## config.mk

```make
export PLATFORM = sky130hd
export DESIGN_NAME = i2c_regslave
export DESIGN_NICKNAME = d
export VERILOG_FILES = /design/src/i2c_rs_pkg.sv /design/src/i2c_regslave.sv /design/src/i2c_bus_sense.sv /design/src/reg_bank.sv
export SDC_FILE = /design/constraint.sdc
export NUM_CORES = 2
export LEC_CHECK = 0
export BUFFER_PORTS_ARGS = -buffer_cell sky130_fd_sc_hd__buf_2
export CORE_MARGIN = 1
export CORE_UTILIZATION = 30
export CTS_BUF_LIST = sky130_fd_sc_hd__clkbuf_8
export DETAILED_ROUTE_END_ITERATION = 8
export GPL_ROUTABILITY_DRIVEN = 1
export SYNTH_ARGS = -nofsm -noshare
export SYNTH_HDL_FRONTEND = slang
export SYNTH_SLANG_ARGS = --single-unit
```

## constraint.sdc

```tcl
create_clock -name clk_sys_i -period 8.01 [get_ports clk_sys_i]
set_clock_uncertainty 0.2 [all_clocks]
set_input_delay 1.2015 -clock clk_sys_i [delete_from_list [all_inputs] [get_ports clk_sys_i]]
set_output_delay 1.2015 -clock clk_sys_i [all_outputs]
set_load 0.02 [all_outputs]
```

## src/i2c_rs_pkg.sv

```systemverilog
// Shared constants and types for the register access I2C slave
package i2c_rs_pkg;

	// ************************************************************
	// Addressing
	// ************************************************************
	localparam logic [6:0] ADDR7_BASE     = 7'h58; // Low two bits come from straps
	localparam logic [1:0] STRAP_RESET    = 2'h0;  // Strap copy before first capture
	localparam logic [1:0] STRAP_SETTLE   = 2'h3;  // Cycles for strap pipeline to fill
	localparam logic [4:0] TEN_BIT_PREFIX = 5'h1e; // First byte marker of 10-bit address
	localparam logic [1:0] ADDR10_HIGH    = 2'h0;  // Upper two bits of own 10-bit address
	localparam logic [7:0] GC_ADDR_BYTE   = 8'h00; // General call address with write
	localparam logic [7:0] GC_RESET_LATCH = 8'h06; // Soft reset plus strap latch
	localparam logic [7:0] GC_LATCH_ONLY  = 8'h04; // Strap latch only

	// ************************************************************
	// Register space and bit counting
	// ************************************************************
	localparam int         REG_COUNT = 256;   // Number of byte registers
	localparam logic [7:0] REG_RESET = 8'h00; // Register value after reset
	localparam logic [7:0] PTR_RESET = 8'h00; // Pointer value after reset
	localparam logic [3:0] BIT_LAST  = 4'h8;  // Bits received before the ack slot
	localparam logic [3:0] TX_LAST   = 4'h7;  // Index of last bit sent

	// ************************************************************
	// Types
	// ************************************************************
	typedef enum logic [1:0] {PWR_HIBERNATE, PWR_SLEEP, PWR_ACTIVE} power_state_t;
	typedef enum logic [2:0] {ST_IDLE, ST_RX, ST_RX_ACK, ST_TX, ST_TX_ACK} slave_state_t;
	typedef enum logic [2:0] {K_ADDR, K_ADDR10, K_REGPTR, K_DATA, K_GC, K_GC_DONE} byte_kind_t;

endpackage : i2c_rs_pkg

```

## src/i2c_regslave.sv

```systemverilog
// I2C slave giving byte access to a 256-register space
// Summary of operation
// - Straps set low two address bits
// - Standard and fast speeds only
// - Accept 7-bit and 10-bit addressing
// - Ignore bus until a start
// - Stop ends transaction, returns idle
// - Ninth bit carries receiver acknowledge
// - Sample on clock rise, change when low
// - Ack own address, else stay off bus
// - Direction bit one reads, zero writes
// - Eight-bit pointer, 256 byte registers
// - Sequential writes advance the pointer
// - Reads follow consecutive addresses, wrapping
// - Master nack ends read, slave idles
// - Write pointer wraps past last register
// - Ack general call, take command byte
// - Command 0x06: soft reset and latch
// - Command 0x04: latch straps only
// - Other command bytes are ignored
// - Three power states, serial always usable
`timescale 1ns/1ps
module i2c_regslave (
	input  wire logic                     clk_sys_i,
	input  wire logic                     rst_n_i,
	input  wire logic                     scl_i,
	input  wire logic                     sda_i,
	input  wire logic [1:0]               strap_i,
	input  wire i2c_rs_pkg::power_state_t power_state_i,
	output logic                          sda_o,
	output logic                          sda_oe_o,
	output logic                          soft_reset_o,
	output logic [6:0]                    slave_addr_o,
	output logic                          busy_o,
	output logic                          pwm_en_o,
	output logic                          sense_slow_o,
	output logic                          prox_en_o
);
	import i2c_rs_pkg::*;

	// ************************************************************
	// Declarations
	// ************************************************************
	slave_state_t state_q;      // Protocol state
	byte_kind_t   kind_q;       // Meaning of byte being received
	logic [3:0]   cnt_q;        // Bit counter
	logic [7:0]   sh_q;         // Shift register
	logic         sda_oe_q;     // Pull data low
	logic         sda_q;        // Driven level, always low
	logic         read_q;       // Next phase is a read
	logic [7:0]   ptr_q;        // Register pointer
	logic         ten_sel_q;    // Selected by 10-bit write phase
	logic [1:0]   strap_q;      // Latched strap bits
	logic [2:0]   settle_q;     // Strap settle counter, one past the pipeline
	logic         strap_vld_q;  // First capture done
	logic         soft_rst_q;   // Soft reset pulse
	logic [6:0]   addr_q;       // Own 7-bit address
	logic         busy_q;       // Transaction in progress
	logic         pwm_q;        // PWM allowed
	logic         slow_q;       // Sensing in slow mode
	logic         prox_q;       // Proximity sensing allowed
	logic         sda_lvl;      // Filtered data level
	logic         scl_rise;     // Clock rise pulse
	logic         scl_fall;     // Clock fall pulse
	logic         start;        // Start or repeated start
	logic         stop;         // Stop
	logic [1:0]   strap_sync;   // Filtered straps
	logic [7:0]   rd_data;      // Byte at pointer
	logic         dec_fire;     // Byte complete, ack slot begins
	logic         dec_ack;      // Acknowledge this byte
	logic         dec_read;     // Move to transmit after ack
	byte_kind_t   dec_kind;     // Kind of next byte
	logic         dec_ptr_load; // Byte is pointer
	logic         dec_wr;       // Byte is data
	logic         dec_gc_rst;   // Soft reset command
	logic         dec_gc_latch; // Strap latch command
	logic         dec_ten_set;  // 10-bit address matched
	logic         wr_en;        // Register write strobe
	logic         bus_evt;      // Any event that may move data pin

	// ************************************************************
	// Pin sensing and storage
	// ************************************************************
	// Oversampling suits both speeds
	i2c_bus_sense u_sense (
		.clk_sys_i  (clk_sys_i),
		.rst_n_i    (rst_n_i),
		.scl_i      (scl_i),
		.sda_i      (sda_i),
		.strap_i    (strap_i),
		.sda_lvl_o  (sda_lvl),
		.scl_rise_o (scl_rise),
		.scl_fall_o (scl_fall),
		.start_o    (start),
		.stop_o     (stop),
		.strap_o    (strap_sync)
	);

	reg_bank u_bank (
		.clk_sys_i (clk_sys_i),
		.rst_n_i   (rst_n_i),
		.clear_i   (soft_rst_q),
		.wr_en_i   (wr_en),
		.wr_addr_i (ptr_q),
		.wr_data_i (sh_q),
		.rd_addr_i (ptr_q),
		.rd_data_o (rd_data)
	);

	assign dec_fire = (state_q == ST_RX) && scl_fall && (cnt_q == BIT_LAST) && !start && !stop;
	// Write lands as ack is driven
	assign wr_en    = dec_fire && dec_ack && dec_wr;
	assign bus_evt  = scl_fall || start || stop;

	// ************************************************************
	// Byte decoder
	// ************************************************************
	always_comb begin
		dec_ack      = 1'b0;
		dec_read     = 1'b0;
		dec_kind     = K_DATA;
		dec_ptr_load = 1'b0;
		dec_wr       = 1'b0;
		dec_gc_rst   = 1'b0;
		dec_gc_latch = 1'b0;
		dec_ten_set  = 1'b0;
		unique case (kind_q)
			K_ADDR: begin
				if (sh_q[7:1] == addr_q) begin
					dec_ack  = 1'b1;
					dec_read = sh_q[0];
					dec_kind = K_REGPTR;
				end else if (sh_q == GC_ADDR_BYTE) begin
					dec_ack  = 1'b1;
					dec_kind = K_GC;
				end else if (sh_q[7:3] == TEN_BIT_PREFIX && sh_q[2:1] == ADDR10_HIGH) begin
					if (!sh_q[0]) begin
						dec_ack  = 1'b1;
						dec_kind = K_ADDR10;
					end else if (ten_sel_q) begin
						// Read needs earlier full match
						dec_ack  = 1'b1;
						dec_read = 1'b1;
					end
				end
			end
			K_ADDR10: begin
				if (sh_q == {1'b0, addr_q}) begin
					dec_ack     = 1'b1;
					dec_ten_set = 1'b1;
					dec_kind    = K_REGPTR;
				end
			end
			K_REGPTR: begin
				dec_ack      = 1'b1;
				dec_ptr_load = 1'b1;
			end
			K_DATA: begin
				dec_ack = 1'b1;
				dec_wr  = 1'b1;
			end
			K_GC: begin
				dec_kind = K_GC_DONE;
				if (sh_q == GC_RESET_LATCH) begin
					dec_ack      = 1'b1;
					dec_gc_rst   = 1'b1;
					dec_gc_latch = 1'b1;
				end else if (sh_q == GC_LATCH_ONLY) begin
					dec_ack      = 1'b1;
					dec_gc_latch = 1'b1;
				end
			end
			K_GC_DONE: begin
				// Extra bytes after a command get no ack
				dec_ack = 1'b0;
			end
		endcase
	end

	// ************************************************************
	// Protocol state machine
	// ************************************************************
	// Stop beats start beats clock edges
	always_ff @(posedge clk_sys_i) begin
		if (!rst_n_i) begin
			state_q  <= ST_IDLE;
			kind_q   <= K_ADDR;
			cnt_q    <= 4'h0;
			sh_q     <= 8'h00;
			sda_oe_q <= 1'b0;
			read_q   <= 1'b0;
		end else if (stop) begin
			state_q  <= ST_IDLE;
			sda_oe_q <= 1'b0;
		end else if (start) begin
			state_q  <= ST_RX;
			kind_q   <= K_ADDR;
			cnt_q    <= 4'h0;
			sda_oe_q <= 1'b0;
		end else begin
			unique case (state_q)
				ST_IDLE: begin
					// Wait for a start
					cnt_q <= cnt_q;
				end
				ST_RX: begin
					if (scl_rise && cnt_q != BIT_LAST) begin
						sh_q  <= {sh_q[6:0], sda_lvl};
						cnt_q <= cnt_q + 4'h1;
					end else if (dec_fire) begin
						if (dec_ack) begin
							sda_oe_q <= 1'b1;
							state_q  <= ST_RX_ACK;
							kind_q   <= dec_kind;
							read_q   <= dec_read;
						end else begin
							// Off the bus until next start
							state_q <= ST_IDLE;
						end
					end
				end
				ST_RX_ACK: begin
					if (scl_fall) begin
						cnt_q <= 4'h0;
						if (read_q) begin
							state_q  <= ST_TX;
							sh_q     <= rd_data;
							sda_oe_q <= ~rd_data[7];
						end else begin
							state_q  <= ST_RX;
							sda_oe_q <= 1'b0;
						end
					end
				end
				ST_TX: begin
					if (scl_fall) begin
						if (cnt_q == TX_LAST) begin
							sda_oe_q <= 1'b0;
							state_q  <= ST_TX_ACK;
						end else begin
							cnt_q    <= cnt_q + 4'h1;
							sh_q     <= {sh_q[6:0], 1'b0};
							sda_oe_q <= ~sh_q[6];
						end
					end
				end
				ST_TX_ACK: begin
					if (scl_rise) begin
						if (sda_lvl) begin
							state_q <= ST_IDLE;
						end
					end else if (scl_fall) begin
						cnt_q    <= 4'h0;
						state_q  <= ST_TX;
						sh_q     <= rd_data;
						sda_oe_q <= ~rd_data[7];
					end
				end
			endcase
		end
	end

	// ************************************************************
	// Register pointer
	// ************************************************************
	// Eight-bit arithmetic gives the wrap for free
	always_ff @(posedge clk_sys_i) begin
		if (!rst_n_i || soft_rst_q) begin
			ptr_q <= PTR_RESET;
		end else if (dec_fire && dec_ptr_load) begin
			ptr_q <= sh_q;
		end else if (wr_en) begin
			ptr_q <= ptr_q + 8'h01;
		end else if (state_q == ST_TX_ACK && scl_rise && !start && !stop) begin
			ptr_q <= ptr_q + 8'h01;
		end
	end

	// ************************************************************
	// 10-bit selection and general call
	// ************************************************************
	// Selection survives repeated start, not stop
	always_ff @(posedge clk_sys_i) begin
		if (!rst_n_i || stop) begin
			ten_sel_q <= 1'b0;
		end else if (dec_fire && dec_ten_set) begin
			ten_sel_q <= 1'b1;
		end
	end

	always_ff @(posedge clk_sys_i) begin
		if (!rst_n_i) begin
			soft_rst_q <= 1'b0;
		end else begin
			soft_rst_q <= dec_fire && dec_gc_rst;
		end
	end

	// Straps caught after release, then on command
	always_ff @(posedge clk_sys_i) begin
		if (!rst_n_i) begin
			strap_q     <= STRAP_RESET;
			settle_q    <= 3'h0;
			strap_vld_q <= 1'b0;
		end else if (!strap_vld_q) begin
			settle_q <= settle_q + 3'h1;
			// Filtered straps are valid only one edge after the pipe fills
			if (settle_q == {1'b0, STRAP_SETTLE} + 3'h1) begin
				strap_q     <= strap_sync;
				strap_vld_q <= 1'b1;
			end
		end else if (dec_fire && dec_gc_latch) begin
			strap_q <= strap_sync;
		end
	end

	// ************************************************************
	// Status and power outputs
	// ************************************************************
	// Serial logic ignores power state
	always_ff @(posedge clk_sys_i) begin
		if (!rst_n_i) begin
			addr_q <= ADDR7_BASE;
			busy_q <= 1'b0;
			pwm_q  <= 1'b0;
			slow_q <= 1'b0;
			prox_q <= 1'b0;
			sda_q  <= 1'b0;
		end else begin
			addr_q <= {ADDR7_BASE[6:2], strap_q};
			busy_q <= (state_q != ST_IDLE);
			pwm_q  <= (power_state_i != PWR_HIBERNATE);
			slow_q <= (power_state_i == PWR_SLEEP);
			prox_q <= (power_state_i == PWR_ACTIVE);
			sda_q  <= 1'b0;
		end
	end

	assign sda_o        = sda_q;
	assign sda_oe_o     = sda_oe_q;
	assign soft_reset_o = soft_rst_q;
	assign slave_addr_o = addr_q;
	assign busy_o       = busy_q;
	assign pwm_en_o     = pwm_q;
	assign sense_slow_o = slow_q;
	assign prox_en_o    = prox_q;
endmodule : i2c_regslave

```

## src/i2c_bus_sense.sv

```systemverilog
// Pin synchroniser and start, stop and clock edge detector
`timescale 1ns/1ps
module i2c_bus_sense (
	input  wire logic       clk_sys_i,
	input  wire logic       rst_n_i,
	input  wire logic       scl_i,
	input  wire logic       sda_i,
	input  wire logic [1:0] strap_i,
	output logic            sda_lvl_o,
	output logic            scl_rise_o,
	output logic            scl_fall_o,
	output logic            start_o,
	output logic            stop_o,
	output logic [1:0]      strap_o
);
	import i2c_rs_pkg::*;

	// Level moves only when stages two and three agree
	function automatic logic agree(input logic s2, input logic s3, input logic lvl);
		agree = (s2 == s3) ? s3 : lvl;
	endfunction : agree

	logic [2:0] scl_sh_q;    // Stage 0 is the first flop
	logic [2:0] sda_sh_q;    // Stage 0 is the first flop
	logic [2:0] st0_sh_q;    // Strap bit 0 stages
	logic [2:0] st1_sh_q;    // Strap bit 1 stages
	logic       scl_lvl_q;   // Filtered clock level
	logic       sda_lvl_q;   // Filtered data level
	logic       scl_n;       // Next clock level
	logic       sda_n;       // Next data level
	logic       rise_q;      // Clock rise pulse
	logic       fall_q;      // Clock fall pulse
	logic       start_q;     // Start pulse
	logic       stop_q;      // Stop pulse
	logic [1:0] strap_q;     // Filtered straps

	assign scl_n = agree(scl_sh_q[1], scl_sh_q[2], scl_lvl_q);
	assign sda_n = agree(sda_sh_q[1], sda_sh_q[2], sda_lvl_q);

	// ************************************************************
	// Three-flop pipelines and filtered levels
	// ************************************************************
	always_ff @(posedge clk_sys_i) begin
		if (!rst_n_i) begin
			scl_sh_q  <= 3'h7;
			sda_sh_q  <= 3'h7;
			st0_sh_q  <= 3'h0;
			st1_sh_q  <= 3'h0;
			scl_lvl_q <= 1'b1;
			sda_lvl_q <= 1'b1;
			strap_q   <= STRAP_RESET;
		end else begin
			scl_sh_q  <= {scl_sh_q[1:0], scl_i};
			sda_sh_q  <= {sda_sh_q[1:0], sda_i};
			st0_sh_q  <= {st0_sh_q[1:0], strap_i[0]};
			st1_sh_q  <= {st1_sh_q[1:0], strap_i[1]};
			scl_lvl_q <= scl_n;
			sda_lvl_q <= sda_n;
			strap_q   <= {agree(st1_sh_q[1], st1_sh_q[2], strap_q[1]),
				agree(st0_sh_q[1], st0_sh_q[2], strap_q[0])};
		end
	end

	// ************************************************************
	// Bus events
	// ************************************************************
	// Start and stop need clock high before and after the data edge
	always_ff @(posedge clk_sys_i) begin
		if (!rst_n_i) begin
			rise_q  <= 1'b0;
			fall_q  <= 1'b0;
			start_q <= 1'b0;
			stop_q  <= 1'b0;
		end else begin
			rise_q  <= !scl_lvl_q && scl_n;
			fall_q  <= scl_lvl_q && !scl_n;
			start_q <= scl_lvl_q && scl_n && sda_lvl_q && !sda_n;
			stop_q  <= scl_lvl_q && scl_n && !sda_lvl_q && sda_n;
		end
	end

	assign sda_lvl_o  = sda_lvl_q;
	assign scl_rise_o = rise_q;
	assign scl_fall_o = fall_q;
	assign start_o    = start_q;
	assign stop_o     = stop_q;
	assign strap_o    = strap_q;

endmodule : i2c_bus_sense

```

## src/reg_bank.sv

```systemverilog
// Byte register space held in flip-flops
`timescale 1ns/1ps
module reg_bank (
	input  wire logic       clk_sys_i,
	input  wire logic       rst_n_i,
	input  wire logic       clear_i,
	input  wire logic       wr_en_i,
	input  wire logic [7:0] wr_addr_i,
	input  wire logic [7:0] wr_data_i,
	input  wire logic [7:0] rd_addr_i,
	output logic      [7:0] rd_data_o
);
	import i2c_rs_pkg::*;

	logic [7:0] mem_q [REG_COUNT]; // One byte per register

	// ************************************************************
	// Storage
	// ************************************************************
	// Soft reset clears like a hard reset
	always_ff @(posedge clk_sys_i) begin
		if (!rst_n_i || clear_i) begin
			for (int i = 0; i < REG_COUNT; i++) begin
				mem_q[i] <= REG_RESET;
			end
		end else if (wr_en_i) begin
			mem_q[wr_addr_i] <= wr_data_i;
		end
	end

	assign rd_data_o = mem_q[rd_addr_i];

endmodule : reg_bank

```

======== Word-level counts from Yosys, hierarchy flattened ========
Memories as Yosys holds them, arrays and structs flattened. A register that Yosys moved wholly into a read port is not among the register bits.
Index checks and enable logic that the tools add are counted.
Widths: inputs -> output; s select.
word-level totals
  bits in registers ....................... 67
  memory bits (writable) .................. 2048
  bits of input ports ..................... 8
  output and inout bits ................... 14
  memories ................................ 1
memory list
  name          words  bits a word  rd ports  clocked after memory_dff  wr ports  RTL line        source
  u_bank.mem_q  256    8            1         1                         256       reg_bank.sv:15  logic [7:0] mem_q [REG_COUNT];
cells by class
  add/subtract/negate cells ............... 3
  equality and inequality tests ........... 50
  multiplexer cells ....................... 88
  bitwise gates (word level) .............. 6
  reduce and logical (&&, ||, !) cells .... 56
operators with widths
  cell                 number
  $mux 8               14
  $mux 3               15
  $mux 1               40
  $pmux 8 s4           1
  $mux 4               6
  $reduce_and 8->1     3
  $logic_and 1x1->1    22
  $eq 8x3->1 const B   2
  $pmux 4 s4           1
  $ne 3x2->1 const B   5
  $mux 2               7
  $ne 2x1->1 const B   7
  $ne 2x2->1 const B   7
  $eq 3x2->1 const B   4
  $eq 3x3->1 const B   4
  $ne 3x1->1 const B   4
  $pmux 3 s4           1
  $reduce_and 6->1     2
  $reduce_and 10->1    1
  $reduce_bool 2->1    5
  $pmux 3 s3           1
  $add 8x1->8 const B  1
  $eq 8x7->1           1
  $logic_not 8->1      1
  other kinds (29)     48

======== Longest topological paths before layout ========
  depth in word-level cells ............... 13
  gate-level depth with buffers ........... 13

======== Cells and area by module ========
A second synthesis with hierarchy kept.
second synthesis, totals
  cells, all modules ...................... 6786
  area total of the unflattened synthesis .. 98174.2 sq um
modules (own cells, without submodules)
  module         instances  cells each  area each (sq um)  seq. area each (sq um)
  reg_bank       1          6424        94994.9            61499.0
  i2c_regslave   1          310         2571.2             840.8
  i2c_bus_sense  1          52          608.1              400.4

======== Worst setup path after synthesis ========
Ideal clock, no wire load.
  kind .................................... input -> register
  start ................................... in rst_n_i
  end ..................................... mem u_bank.mem_q[245][0] (enable)
  setup time .............................. 0.384 ns
  data arrival time ....................... 3.245 ns
  required time ........................... 7.426 ns
  slack ................................... 4.181 ns
  stages on the path ...................... 7
  cell sequence ........................... clkinv_1 > nor2_1 > nand4_1 > or3_1 > clkbuf_1 > clkbuf_1 > o21ai_0
RTL lines
  item             RTL line            source
  start, declared  i2c_regslave.sv:25  input wire logic rst_n_i,
  end, declared    reg_bank.sv:15

==> impl_metrics.env <==
export IMPL_yosysUniqueCellTypes=84
export IMPL_drv_cap=1
export IMPL_viasPerCell=5.58
export IMPL_synth_edff_count=2048
export IMPL_syn_area_um2=95400
export IMPL_die_h_um=566
export IMPL_seq_area_frac_synth_pct=65.9
export IMPL_finalNonFillerCells=11000
export IMPL_drt_iter0_drc=9419
export IMPL_ys_seq_elements=2118
export IMPL_synthCells=6740
export IMPL_drc_errors=0
export IMPL_worst_slew_pin_slew_ps=1570
export IMPL_worstPathArrival_ps=6120
export IMPL_crit_required_ps=8510
export IMPL_dr_pass1_iters=9
export IMPL_yosys_area_top_type="edfxtp_1"
export IMPL_synth_async_reset_ratio_pct=0
export IMPL_htree_num_levels=5
export IMPL_post_cts_buffers=0
export IMPL_ios=22
export IMPL_routabilityCongestion=0.950
export IMPL_antenna_found_initial=14
export IMPL_syn_avg_cell_area_um2=14.2
export IMPL_clock_path_buffers=4
export IMPL_p_clk_share_pct=40.5
export IMPL_period_share_pct=70.1
export IMPL_grt_usage_pct=19.5
export IMPL_peakVddDrop_v=0.000168
export IMPL_fp_row_count=206
export IMPL_yosys_area_top_type_share_pct=64.5
export IMPL_max_slew_margin_rel_pct=-5.53
export IMPL_yosysWarnings=0
export IMPL_cp_start_kind="register"
export IMPL_fillers=30300
export IMPL_fin_hold_ws_ps=114
export IMPL_wl_mm=320
export IMPL_slowest_delay_ps=1040
export IMPL_tritoncts="done"
export IMPL_power_switching_mw=5.00
export IMPL_violations="max-capacitance violations, max-slew violations"
export IMPL_sequentialPowerShare_pct=56.8
export IMPL_finalHoldViolations=0
export IMPL_cpLargestDelayFamily="simple AND/OR/NAND/NOR gates"
export IMPL_clk_root_buffer_cell="clkbuf_8"
export IMPL_die_area_um2=320000
export IMPL_fmax_mhz=178
export IMPL_cp_common_cell="nand2_1"
export IMPL_wl_per_cell_um=29.0
export IMPL_portBuffers=15
export IMPL_met1Wirelength_mm=115
export IMPL_status="complete, but fails checks"
export IMPL_leakagePower_nw=35.5
export IMPL_tns_ps=0
export IMPL_rsz0062_at_grt="no"
export IMPL_clkSinkCount=2118
export IMPL_clk_latency_ps=1110
export IMPL_wl_met2_mm=145
export IMPL_cts_resized=0
export IMPL_crit_slowest_cell="nor2_4"
export IMPL_top_layer_used="met5"
export IMPL_total_power_mw=22.3
export IMPL_fin_nets=6634
export IMPL_ys_top_cells_by_area="edfxtp_1 (64%), mux4_2 (13%), nor2_1 (5.7%)"
export IMPL_criticalPathCategory="register to register"
export IMPL_initial_core_util_pct=30.2
export IMPL_power_share_switching_pct=22.5
export IMPL_cts_hold_buf=0
export IMPL_period_needed_ps=5620
export IMPL_drtAntennaViolNets=0
export IMPL_area_growth_synth_to_final_pct=10.7
export IMPL_fin_util_pct=33.5
export IMPL_route_met3_wl_mm=40.7
export IMPL_grt_max_degree=127
export IMPL_cp_max_fo=64
export IMPL_power_density_nw_per_um2=211
export IMPL_cts_buffers=365
export IMPL_worstPathCellList="nor3b_2 -> nand4_1 -> nor4_2 -> buf_4 -> nand2_1 -> nor2_4 -> buf_4 -> nand2_1 -> nand2_1"
export IMPL_hold_class="input pin to register"
export IMPL_num_vias=61500
export IMPL_cp_end_kind="register"
export IMPL_grt_pass1_wl_mm=446
export IMPL_overflow=0
export IMPL_slew_violations=4
export IMPL_grt_pass1_vias=58900
export IMPL_setup_viol=0
export IMPL_path_buf_inv=2
export IMPL_synth_top_flop_cell="edfxtp_1"
export IMPL_core_um2=316000
export IMPL_clk_pin_slew_worst_paths_ps=60
export IMPL_combPwrFrac_pct=2.7
export IMPL_place_inst=10400
export IMPL_die_width_um=566
export IMPL_dp_hpwl_mm=201
export IMPL_p_int_mw=17.3
export IMPL_drive_above_1_share_pct=17.9
-- worst paths after layout --
check / from / endpoint / slack [ps] / depth (start not counted)
max: state_q[0]$_SDFFE_PP0P_ / u_bank.mem_q[46][5]$_SDFFCE_PN0P_ / 2390 / 9
min: power_state_i[0] / prox_en_o$_SDFF_PN0_ / 110 / 2
max reg2reg: state_q[0]$_SDFFE_PP0P_ / u_bank.mem_q[46][5]$_SDFFCE_PN0P_ / 2390 / 9
min reg2reg: u_sense.sda_sh_q[0]$_SDFF_PN1_ / u_sense.sda_sh_q[1]$_SDFF_PN1_ / 230 / 1
-- metrics by stage --
step	instance area (um2)	worst slack, ps
3_5_place_dp	99200	2010
2_1_floorplan	95400	4180
6_report	106000	2390
4_1_cts	106000	2700
3_3_place_gp	99200	2090
5_1_grt	106000	2250
-- cell usage in the layout, fill, tap and decap left out, drive strengths merged, types with 37 or more instances in the layout --
cell / n
nor2b: 40
mux4: 556
nor3: 58
mux2i: 110
nor2: 1446
a21oi: 48
buf: 172
nand2: 446
and2: 117
a211oi: 37
clkinv: 112
dfxtp: 70
inv: 130
edfxtp: 2048
and3: 584
o21ai: 179
clkbuf: 378
-- per-layer routing --
metal	vias to the layer above	global-route usage (%)
met5	-	0.164
met4	8	10.9
met3	860	6.00
met2	4404	29.8
met1	31200	24.5
li1	25000	-
-- registers in the layout (all words and copies together), names as in the netlist, 3 cells and up, named ones only --
signal,flops
sh_q,8
u_sense.st0_sh_q,3
u_bank.mem_q,2048
kind_q,3
ptr_q,8
cnt_q,4
u_sense.sda_sh_q,3
u_sense.st1_sh_q,3
settle_q,3
u_sense.scl_sh_q,3
state_q,3
-- synthesized netlist by cell type, drive strengths merged, types with 17 or more instances --
cell	count
a22oi	18
nand2b	33
nor3	58
nand3	36
and3	584
mux2i	110
nor2b	40
mux4	556
inv	17
and2	117
clkbuf	492
nor2	1446
nand2	446
buf	174
a211oi	37
edfxtp	2048
nor4	36
a21oi	48
dfxtp	70
o21ai	179
-- power by group through the flow --
stage,clock (mW),sequential [mW],combinational (mW)
after floorplan,0,12.8,0.364
after global placement,0,12.9,0.578
after detailed placement,0,12.9,0.591
after CTS,9.06,12.7,0.593
after global routing,9.51,12.7,0.629
final,9.02,12.7,0.604
-- logic make-up (layout without fill, tap and decap cells) --
family                     after synthesis  in the layout  share of synthesized area [%]
DFF                                   2118           2118                           65.9
muxes                                  679            679                           14.4
adders and majority gates                8              8                          0.105
other                                    2             12                        0.00787
buffers and inverters                  685            803                           3.20
AOI/OAI and AO/OA                      395            395                           2.60
and+or+nand+nor                       2839           2839                           13.6
xor gates and xnor gates                14             14                          0.129
-- cell type report --
| class | instances | area [um2] | share of cell area [%] |
|---|---|---|---|
| well taps | 4160 | 5200 | 4.93 |
| clock inverters | 234 | 1150 | 1.09 |
| clock buffers | 377 | 5190 | 4.91 |
| repair buffers | 173 | 1400 | 1.32 |
| inverters | 19 | 80.1 | 0.0758 |
| flip-flops and latches | 2118 | 62900 | 59.6 |
| multi-input cells | 3941 | 29600 | 28.1 |
| diodes | 6 | 15.0 | 0.0142 |
-- worst reg2reg max path, cell delays in order, from the launching register on --
cell and delay, ps:
dfxtp_1 690, nor3b_2 360, nand4_1 240, nor4_2 850
buf_4 410, nand2_1 400, nor2_4 1050, buf_4 480
nand2_1 180, nand2_1 380
Power figures use the tool's default switching activity.
